`config.mk`:
```
export PLATFORM = sky130hd
export DESIGN_NAME = pasd_shutdown_dead_band
export DESIGN_NICKNAME = d
export VERILOG_FILES = /design/src/verilog/pasd_shutdown_dead_band.v
export VERILOG_INCLUDE_DIRS = /design/src /design/src/verilog
export SDC_FILE = /design/constraint.sdc
export NUM_CORES = 1
export LEC_CHECK = 0
export BUFFER_PORTS_ARGS = -buffer_cell sky130_fd_sc_hd__buf_4
export CAP_MARGIN = 5
export CORE_UTILIZATION = 45
export CTS_BUF_LIST = sky130_fd_sc_hd__clkbuf_8
export CTS_CLUSTER_DIAMETER = 80
export DETAILED_ROUTE_END_ITERATION = 10
export PLACE_DENSITY_LB_ADDON = 0.05
export SYNTH_ARGS = -nofsm -noshare
export SYNTH_HDL_FRONTEND = slang
export SYNTH_SLANG_ARGS = --single-unit
```
`constraint.sdc`:
```
create_clock -name sys_clk -period 2.7 [get_ports sys_clk]
set_clock_uncertainty 0.05 [all_clocks]
set_input_delay 0.135 -clock sys_clk [delete_from_list [all_inputs] [get_ports sys_clk]]
set_output_delay 0.135 -clock sys_clk [all_outputs]
set_load 0.01 [all_outputs]
```
`src/verilog/pasd_consts.vh`:
```
`ifndef PASD_CONSTS_VH
`define PASD_CONSTS_VH
// ----------------------------------------
// register map
// ----------------------------------------
`define PASD_ADDR_W          1
`define PASD_OFS_SHUTDOWN    1'h0
`define PASD_OFS_RESTART     1'h1
`define PASD_SHUTDOWN_RESET  8'h00
`define PASD_RESTART_RESET   8'h00
// ----------------------------------------
// field positions
// ----------------------------------------
`define PASD_FLAG_BIT        7
`define PASD_SRC_HI          6
`define PASD_SRC_LO          4
`define PASD_AC_HI           3
`define PASD_AC_LO           2
`define PASD_BD_HI           1
`define PASD_BD_LO           0
`define PASD_RSEN_BIT        7
`define PASD_DC_HI           6
`define PASD_DC_LO           0
`define PASD_DC_W            7
// ----------------------------------------
// shutdown level encodings
// ----------------------------------------
`define PASD_LVL_ZERO        2'h0
`define PASD_LVL_ONE         2'h1
`define PASD_LVL_FLOAT_BIT   1
`endif

```
`src/verilog/pasd_shutdown_dead_band.v`:
```
`timescale 1ns/10ps
`include "pasd_consts.vh"
module pasd_shutdown_dead_band (
   input  wire                    sys_clk,
   input  wire                    reset,
   input  wire [`PASD_ADDR_W-1:0] reg_addr,
   input  wire [7:0]              reg_wdata,
   input  wire                    reg_wr,
   input  wire                    reg_rd,
   output reg  [7:0]              reg_rdata,
   input  wire                    instr_clk_en,
   input  wire                    period_start,
   input  wire [3:0]              pwm_raw,
   input  wire [3:0]              pwm_active_high,
   input  wire                    fault_input_pin,
   input  wire                    comparator_one_output,
   input  wire                    comparator_two_output,
   output reg  [3:0]              pwm_out,
   output reg  [3:0]              pwm_out_oe_n,
   output wire                    shutdown_event_flag
);

   // ----------------------------------------
   // pin synchronisers, three stages
   // ----------------------------------------
   reg  [2:0] flt_sync_q;
   reg  [2:0] c1_sync_q;
   reg  [2:0] c2_sync_q;
   reg        flt_q;
   reg        c1_q;
   reg        c2_q;

   always @(posedge sys_clk) begin
      if (reset) begin
         flt_sync_q <= 3'h7;
         c1_sync_q  <= 3'h0;
         c2_sync_q  <= 3'h0;
         flt_q      <= 1'b1;
         c1_q       <= 1'b0;
         c2_q       <= 1'b0;
      end else begin
         flt_sync_q <= {flt_sync_q[1:0], fault_input_pin};
         c1_sync_q  <= {c1_sync_q[1:0], comparator_one_output};
         c2_sync_q  <= {c2_sync_q[1:0], comparator_two_output};
         // a change counts only once stages two and three agree
         if (flt_sync_q[1] == flt_sync_q[2]) begin
            flt_q <= flt_sync_q[2];
         end
         if (c1_sync_q[1] == c1_sync_q[2]) begin
            c1_q <= c1_sync_q[2];
         end
         if (c2_sync_q[1] == c2_sync_q[2]) begin
            c2_q <= c2_sync_q[2];
         end
      end
   end

   // ----------------------------------------
   // registers
   // ----------------------------------------
   reg                   flag_q;
   reg [2:0]             src_q;
   reg [1:0]             ac_lvl_q;
   reg [1:0]             bd_lvl_q;
   reg                   rsen_q;
   reg [`PASD_DC_W-1:0]  dc_q;
   reg                   hold_q;

   // ----------------------------------------
   // shutdown source decode
   // ----------------------------------------
   reg cmp_hit;
   reg src_active;

   always @* begin
      case (src_q[1:0])
         2'h1:    cmp_hit = c1_q;
         2'h2:    cmp_hit = c2_q;
         2'h3:    cmp_hit = c1_q | c2_q;
         default: cmp_hit = 1'b0;
      endcase
      // fault pin is active low
      src_active = cmp_hit | (src_q[2] & ~flt_q);
   end

   wire wr_shut = reg_wr && (reg_addr == `PASD_OFS_SHUTDOWN);
   wire wr_rst  = reg_wr && (reg_addr == `PASD_OFS_RESTART);

   always @(posedge sys_clk) begin
      if (reset) begin
         flag_q   <= 1'b0;
         src_q    <= 3'h0;
         ac_lvl_q <= 2'h0;
         bd_lvl_q <= 2'h0;
         rsen_q   <= 1'b0;
         dc_q     <= {`PASD_DC_W{1'b0}};
      end else begin
         if (wr_shut) begin
            src_q    <= reg_wdata[`PASD_SRC_HI:`PASD_SRC_LO];
            ac_lvl_q <= reg_wdata[`PASD_AC_HI:`PASD_AC_LO];
            bd_lvl_q <= reg_wdata[`PASD_BD_HI:`PASD_BD_LO];
         end
         if (wr_rst) begin
            rsen_q <= reg_wdata[`PASD_RSEN_BIT];
            dc_q   <= reg_wdata[`PASD_DC_HI:`PASD_DC_LO];
         end
         // set wins over any clear in the same cycle
         if (src_active) begin
            flag_q <= 1'b1;
         end else if (rsen_q) begin
            flag_q <= 1'b0;
         end else if (wr_shut) begin
            flag_q <= reg_wdata[`PASD_FLAG_BIT];
         end
      end
   end

   assign shutdown_event_flag = flag_q;

   // outputs stay in shutdown until a period boundary follows the clear
   always @(posedge sys_clk) begin
      if (reset) begin
         hold_q <= 1'b0;
      end else if (flag_q) begin
         hold_q <= 1'b1;
      end else if (period_start) begin
         hold_q <= 1'b0;
      end
   end

   // ----------------------------------------
   // register read, one cycle later
   // ----------------------------------------
   always @(posedge sys_clk) begin
      if (reset) begin
         reg_rdata <= 8'h00;
      end else if (reg_rd) begin
         if (reg_addr == `PASD_OFS_SHUTDOWN) begin
            reg_rdata <= {flag_q, src_q, ac_lvl_q, bd_lvl_q};
         end else begin
            reg_rdata <= {rsen_q, dc_q};
         end
      end else begin
         reg_rdata <= 8'h00;
      end
   end

   // ----------------------------------------
   // per-output delay and shutdown drive
   // ----------------------------------------
   genvar i;
   generate
      for (i = 0; i < 4; i = i + 1) begin : g_out
         reg [`PASD_DC_W-1:0] cnt_q;
         reg                  dly_q;
         wire                 act  = ~(pwm_raw[i] ^ pwm_active_high[i]);
         // a and c share one level field, b and d the other
         wire [1:0]           lvl  = (i == 0 || i == 2) ? ac_lvl_q : bd_lvl_q;
         wire                 idle = ~pwm_active_high[i];

         always @(posedge sys_clk) begin
            if (reset) begin
               cnt_q <= {`PASD_DC_W{1'b0}};
               dly_q <= 1'b0;
            end else if (!act) begin
               // going inactive is never delayed
               cnt_q <= {`PASD_DC_W{1'b0}};
               dly_q <= 1'b0;
            end else if (!dly_q) begin
               if (cnt_q >= dc_q) begin
                  dly_q <= 1'b1;
               end else if (instr_clk_en) begin
                  cnt_q <= cnt_q + 1'b1;
               end
            end
         end

         always @(posedge sys_clk) begin
            if (reset) begin
               pwm_out[i]      <= 1'b0;
               pwm_out_oe_n[i] <= 1'b1;
            end else if (hold_q || flag_q) begin
               pwm_out_oe_n[i] <= lvl[`PASD_LVL_FLOAT_BIT];
               pwm_out[i]      <= (lvl == `PASD_LVL_ONE);
            end else begin
               pwm_out_oe_n[i] <= 1'b0;
               pwm_out[i]      <= dly_q ? ~idle : idle;
            end
         end
      end
   endgenerate

endmodule

```
Word level (Yosys, flattened, before mapping)

Cells that the tools add are included.

Register bits after elaboration: 75
Output and inout port bits: 17
Logic and storage cells: 105

$add $sub $neg: 4
Order comparisons: 4
Equality and inequality tests: 8
Mux-type cells: 25
Bitwise gates (word level): 22
Reductions and logical operators: 14

Operators by type and width:

| operator                                                         | number |
|---|---|
| 7-bit by 1-bit adder with 7-bit output (second input constant)   | 4 |
| 7-bit >= comparator                                              | 4 |
| 1-bit two-way mux                                                | 23 |
| 1-bit NOT                                                        | 15 |
| 3-bit AND reduction                                              | 4 |
| 2-bit OR reduction                                               | 5 |
| 8-bit two-way mux                                                | 1 |
| 2-bit by 1-bit == test with 1-bit output (second input constant) | 3 |
| 2-bit == test (second input constant)                            | 2 |
| 1-bit XOR                                                        | 4 |
| 1-bit == test                                                    | 3 |
| 1-bit one-hot mux with 3 select lines                            | 1 |
| 3-bit nonzero test                                               | 1 |
| 1-bit logical AND                                                | 2 |
| 1-bit bitwise OR                                                 | 2 |
| 2-bit nonzero test                                               | 1 |
| 1-bit bitwise AND                                                | 1 |
| 1-bit logical OR                                                 | 1 |

Longest topological paths before layout

Gate-level depths: netlist (run 1).

Depth in word-level cells: 5
Depth in mapped cells: 7
Mapped depth without buffers: 7

Worst setup path before layout (run 1)

Ideal clock, no wire load.

Path type: reg2reg
Start: register dc_q[6]
End: register g_out[0].cnt_q[6]
Data arrival time: 1.905 ns
Path slack: 0.624 ns
Stages on the path, launching flop included: 8
Period minus slack after synthesis: 2.076 ns
Path through: dfxtp_1 inv_1 ha_1 a211oi_4 o211ai_4 a2111oi_4 nand3_2 mux2_4

Word-level cells in the longest chain between the ends: 3

RTL lines:

| item                          | line                          | text |
|---|---|---|
| from (decl)                   | pasd_shutdown_dead_band.v:66  | `` reg [`PASD_DC_W-1:0] dc_q; `` |
| from (signal assigned)        | pasd_shutdown_dead_band.v:96  | `` dc_q <= {`PASD_DC_W{1'b0}}; `` |
| from (signal assigned)        | pasd_shutdown_dead_band.v:105 | `` dc_q <= reg_wdata[`PASD_DC_HI:`PASD_DC_LO]; `` |
| 7-bit >= comparator           | pasd_shutdown_dead_band.v:170 | `if (cnt_q >= dc_q) begin` |
| 1-bit NOT (no line)           | -                             |  |
| 3-bit AND reduction (no line) | -                             |  |
| to (signal assigned)          | pasd_shutdown_dead_band.v:163 | `` cnt_q <= {`PASD_DC_W{1'b0}}; `` |
| to (signal assigned)          | pasd_shutdown_dead_band.v:167 | `` cnt_q <= {`PASD_DC_W{1'b0}}; `` |
| to (signal assigned)          | pasd_shutdown_dead_band.v:173 | `cnt_q <= cnt_q + 1'b1;` |
| to (decl)                     | pasd_shutdown_dead_band.v:154 | `` reg [`PASD_DC_W-1:0] cnt_q; `` |

No other way between the ends.
A chain may end at the register's enable or synchronous reset.

Worst setup path after layout (run 1)

Start: register dc_q[4]
End: register g_out[0].cnt_q[6]

Same word-level chain as after synthesis.

==> results.ini, run 1 <==
[floorplan]
start_util=0.471
rows=32
dieArea_um2=8540
io_pins=43
die_y_um=92.4
die_w_um=92.4
coreArea_um2=7810

[power]
ir_drop_mv=0.320
swShare=0.254
pwr-share-comb=0.122
power.density_nw_per_um2=558
sequentialPowerShare=0.480
leakage_uw=0.00177
internal_power_uw=1820
p_clk_frac=0.398
power_switching_uw=619

[layout]
antenna_cells=0
fin_cells=555
area_growth_syn_to_layout_pct=19.0
nets=506
layout_common_cells=75 x dfxtp_1, 54 x nor2_1, 42 x buf_4
drive_above_1_share=0.168
final_common_cell=dfxtp_1
fill_cells=733
regArea_um2=1500
multiInputGateArea_um2=2030

[synthesis]
avgSynthCellArea_um2=9.17
synthesis.nets=459
synth_cell_type_count=41
synthCells=401
ys_seq_area_frac=0.408
ys_warn_count=0
synth_area_um2=3680
synth_seq_cells=75

[hold_path]
hp-class=in2reg
hold_path_depth=3

[clock_network]
cts_made_buffers=9
cts_tree=done
root_buffer=clkbuf_8
cts.sinks=75
cts_resized=0
post_cts.repair.setup_buffers=0
cts_buffer_depth=2
htreeDepth=3
clkSlewWorstSetupHoldPaths_ns=0.08
clk_latency_ns=0.34

[timing]
period_share=0.814
rsz0062_at_grt=no
setup-violations-final=0
final-hold-violation-count=0
fin_setup_tns_ns=0
drv_slew=0
slew_headroom=0.586
tightest_slew_ns=0.617
fmax_mhz=455
min_period_ns=2.20

[place]
place_hpwl_um=5340
gp_congestion=0.795
numPlacedInstances=529
io_buffers=42

[worst_setup_path]
worst_setup_path_start_kind=flop
critical_path_arrival_ns=2.38
crit_slowest_cell=a2111oi_4
critPathMaxFanout=5
path_cells=inv_1, ha_1, a21oi_1, o211ai_4, a2111oi_4, nand3_2, mux2_4
rrSetupSlack_ns=0.50
end_kind=flop
critPathKind=reg2reg
slowest_delay_ns=0.40
worst-endpoint-required_ns=2.88
reg2reg_depth=7

[global_routing]
grt_max_degree=41
grtUsageTotal=0.188
first_global_vias=2745
gr-total-overflow=0
grt_pass1_wl_um=12600
antenna_found_initial=0

[detailed_routing]
routed_wl_um=7370
drtAntennaViolNets=0
drt_pass1_iterations=4
viasPerCell=5.02
drtIter0Drc=108
wire_per_inst_um=13.3
drc_errors=0
vias=2788

[job]
maxCapViolCount=0

[outcome]
status=completed

## synth_stat cells
library cell,number,area (um^2)
a21oi_2,1,8.76
mux2i_1,19,190
buf_4,2,15.0
a31o_2,1,8.76
o21ai_0,5,25.0
a2111oi_4,1,27.5
a222oi_1,1,10.0
or2_2,4,25.0
buf_1,3,11.3
a211oi_1,10,75.1
o21bai_1,1,7.51
o211ai_4,1,21.3
nor2_2,1,6.26
a211oi_4,1,20.0
and3_1,3,18.8
a2111oi_1,1,10.0
nand3_2,1,10.0
inv_1,20,75.1
buf_2,3,15.0
nand3_1,18,90.1
or2_0,1,6.26
nand3b_1,2,15.0
nor2b_1,10,62.6
a21oi_1,33,165
a211oi_2,3,37.5
a2111oi_2,4,60.1
ha_1,32,400
o21a_1,1,7.51
nand4_1,3,18.8
clkbuf_1,8,30.0
dfxtp_1,75,1500
o21ai_1,5,25.0
nand2_1,31,116
mux2_1,2,22.5
nor2_1,54,203
a21bo_1,1,10.0
a21o_1,3,22.5
o211ai_1,2,15.0
nand2b_1,6,37.5
xnor2_1,27,236
mux2_4,1,15.0
## power groups by stage
stage / logic (uW) / clock network (uW) / registers, uW
2_1_floorplan: 194 / 0 / 1200
3_3_place_gp: 284 / 0 / 1200
3_5_place_dp: 287 / 0 / 1200
4_1_cts: 300 / 997 / 1170
5_1_grt: 335 / 1060 / 1180
6_report: 298 / 970 / 1170
## worst max-delay path: cells and delay by family (launching register included)
family	cells	cell delay, ns
multiplexers	1	0.30
buffers and inverters	1	0.12
adder cells (fa/ha/maj)	1	0.34
AND/OR/NAND/NOR	1	0.12
flip-flops	1	0.36
AO/OA/AOI/OAI	3	0.81
## flip-flops by register name, indices dropped and copies added, names as in the netlist
name,flops
c1_sync_q,3
c2_q,1
hold_q,1
g_out.dly_q,4
ac_lvl_q,2
rsen_q,1
c1_q,1
src_q,3
bd_lvl_q,2
c2_sync_q,3
g_out.cnt_q,28
dc_q,7
shutdown_event_flag,1
reg_rdata,8
pwm_out,4
flt_sync_q,3
flt_q,1
pwm_out_oe_n,2
## kinds of logic after synthesis
group | Yosys count | synth area share
mux | 22 | 0.0619
compound gates | 75 | 0.151
fa+ha+maj | 32 | 0.109
xor+xnor | 27 | 0.0643
flops | 75 | 0.408
buf+inv | 36 | 0.0398
simple gates | 134 | 0.166
## metrics by stage
stage | power (uW) | instance area, um^2 | hold WS [ns] | setup WS [ns] | util
finish | 2440 | 4380 | 0.00893 | 0.501 | 0.561
global route | 2570 | 4380 | 0.0131 | 0.348 | 0.561
CTS | 2470 | 4370 | 0.00151 | 0.508 | 0.559
detailed placement | 1480 | 4050 | 0.273 | 0.510 | 0.519
global placement | 1480 | 4050 | 0.271 | 0.550 | 0.519
floorplan | 1390 | 3680 | 0.189 | 0.624 | -
## layout make-up
cell class / count / area share
inverters: 20 / 0.0172
repair buffers: 52 / 0.0949
well taps: 102 / 0.0292
clock inverters: 6 / 0.0203
clock buffers: 10 / 0.0314
multi-input cells: 290 / 0.464
flip-flops and latches: 75 / 0.343
## layer usage
layer  vias up  share of wire  GRT usage
met1      1278           0.52      0.259
met5         -              0          0
li1       1467              -          -
met2        39           0.45      0.296
met4         0         0.0037     0.0534
met3         4          0.030     0.0419
## what timing repair did
item,CTS,global route
hold buffers,9,1
endpoints found under the setup margin,0,0
hold endpoints to repair,10,1
## worst paths after layout
kind                             to     startpoint
setup / recovery  g_out[0].cnt_q[6]        dc_q[4]
hold / removal             src_q[2]   reg_wdata[6]
setup reg to reg  g_out[0].cnt_q[6]        dc_q[4]
hold reg to reg       flt_sync_q[1]  flt_sync_q[0]
No activity file was read; power rests on OpenSTA's default activity.
==> run 2, diff against run 1 <==
==> constraint.sdc (replaced) <==
create_clock -name sys_clk -period 1.9 [get_ports sys_clk]
set_clock_uncertainty 0.05 [all_clocks]
set_input_delay 0.095 -clock sys_clk [delete_from_list [all_inputs] [get_ports sys_clk]]
set_output_delay 0.095 -clock sys_clk [all_outputs]
set_load 0.01 [all_outputs]
==> results.ini, run 2 (synthesis gave the netlist of run 1 again) <==
[outcome]
status=completed

[worst_setup_path]
crit_slowest_cell=dfxtp_1
slowest_delay_ns=0.41
cp-startpoint=g_out[0].cnt_q[6]
crit_buf_inv=0
reg2reg_from=g_out[0].cnt_q[6]
worst-endpoint-required_ns=2.10
critical_path_arrival_ns=2.09
critPathMaxFanout=4
end_kind=flop
cp_top_family=compound AO/OA/AOI/OAI gates
critPathKind=reg2reg
path_cells=ha_4, a211oi_4, o211ai_4, a2111oi_4, nand3_2, mux2_4
worst_setup_path_start_kind=flop

[power]
power_switching_uw=993
p_clk_frac=0.362
p_total_uw=3500
internal_power_uw=2510
power.density_nw_per_um2=701
ir_drop_mv=0.420
swShare=0.284
pwr-share-comb=0.163
leakage_uw=0.00200
sequentialPowerShare=0.475

[layout]
fill_cells=655
largest_reg_flops=28
reg_top3=g_out.cnt_q x28, reg_rdata x8, dc_q x7
area_growth_syn_to_layout_pct=35.7
stdcell_area_um2=4990
regArea_um2=1510
antenna_cells=0
largest_register=g_out.cnt_q
final_common_cell=buf_4
nets=545
multiInputGateArea_um2=2350
drive_above_1_share=0.335
fin_cells=594
layout_common_cells=76 x buf_4, 69 x dfxtp_1, 51 x nor2_1

[timing]
hold_slack_ns=0.00281
period_share=0.996
final-hold-violation-count=0
tightest_slew_ns=0.453
drv_slew=0
slew_headroom=0.697
rsz0062_at_grt=yes
setup-violations-final=0
fin_setup_tns_ns=0
fmax_mhz=528
min_period_ns=1.89

[detailed_routing]
drtIter0Drc=67
wire_per_inst_um=14.2
routed_wl_um=8440
vias=3006
drt_pass1_iterations=4
drc_errors=0
drtAntennaViolNets=0
viasPerCell=5.06

[job]
maxCapViolCount=0

[clock_network]
root_buffer=clkbuf_8
clkSlewWorstSetupHoldPaths_ns=0.09
htreeDepth=3
cts_made_buffers=9
cts_tree=done
cts.sinks=75
clk_latency_ns=0.35
cts_buffer_depth=2

[global_routing]
grt_max_degree=28
first_global_vias=2928
antenna_found_initial=0
gr-total-overflow=0
grt_pass1_wl_um=13600
grtUsageTotal=0.205

[place]
place_hpwl_um=5810
gp_congestion=0.819
numPlacedInstances=559
placed_cell_area_um2=4290
io_buffers=42

[floorplan]
rows=32
dieArea_um2=8540
io_pins=43
start_util=0.471
die_w_um=92.4
coreArea_um2=7810
die_y_um=92.4

[hold_path]
min_from=pwm_active_high[2]
hp-class=in2reg

[run 2: layout make-up]
class                   instances  share of cell area
multi-input cells             290               0.471
flip-flops and latches         75               0.302
repair buffers                 91               0.145
well taps                     102              0.0256
clock buffers                   9              0.0248
inverters                      20              0.0160
clock inverters                 7              0.0150
[run 2: tightest hold or removal path: stages]
cell,delay (ns)
buf_4,0.09
xnor2_1,0.05
nand2_1,0.05
a21oi_1,0.06
[run 2: per-layer routing]
layer  GRT usage  vias to the layer above  share of wire
met4      0.0742                        0          0.014
met1       0.252                     1410           0.47
met5           0                        -              0
li1            -                     1543              -
met3      0.0345                       12          0.027
met2       0.357                       41           0.49
[run 2: power by group through the flow]
stage	combinational (uW)	sequential, uW	clock, uW
2_1_floorplan	279	1700	0
3_3_place_gp	458	1690	0
3_5_place_dp	466	1700	0
4_1_cts	518	1660	1290
5_1_grt	623	1670	1360
6_report	571	1660	1270
[run 2: per-stage QoR]
stage,utilization,setup WS [ns]
2_1_floorplan,-,-0.0225
3_3_place_gp,0.550,-0.0948
3_5_place_dp,0.550,-0.151
4_1_cts,0.611,-0.0529
5_1_grt,0.640,-0.102
6_report,0.640,0.00698
[run 2: path summary, 6_finish.rpt]
check / depth (start not counted) / slack, ns / endpoint
setup / recovery: 6 / 0.007 / g_out[0].cnt_q[6]
hold / removal: 4 / 0.003 / pwm_out[2]
setup reg to reg: 6 / 0.007 / g_out[0].cnt_q[6]
hold reg to reg: 1 / 0.36 / flt_sync_q[1]
[run 2: repair_timing]
action                     4_1_cts  5_1_grt
setup buffers                    5        2
hold buffers                    12        0
hold endpoints to repair        18        0
setup endpoints to repair       17       26
pin swaps                       13       24
resized for setup               26       39
cloned                           0        0
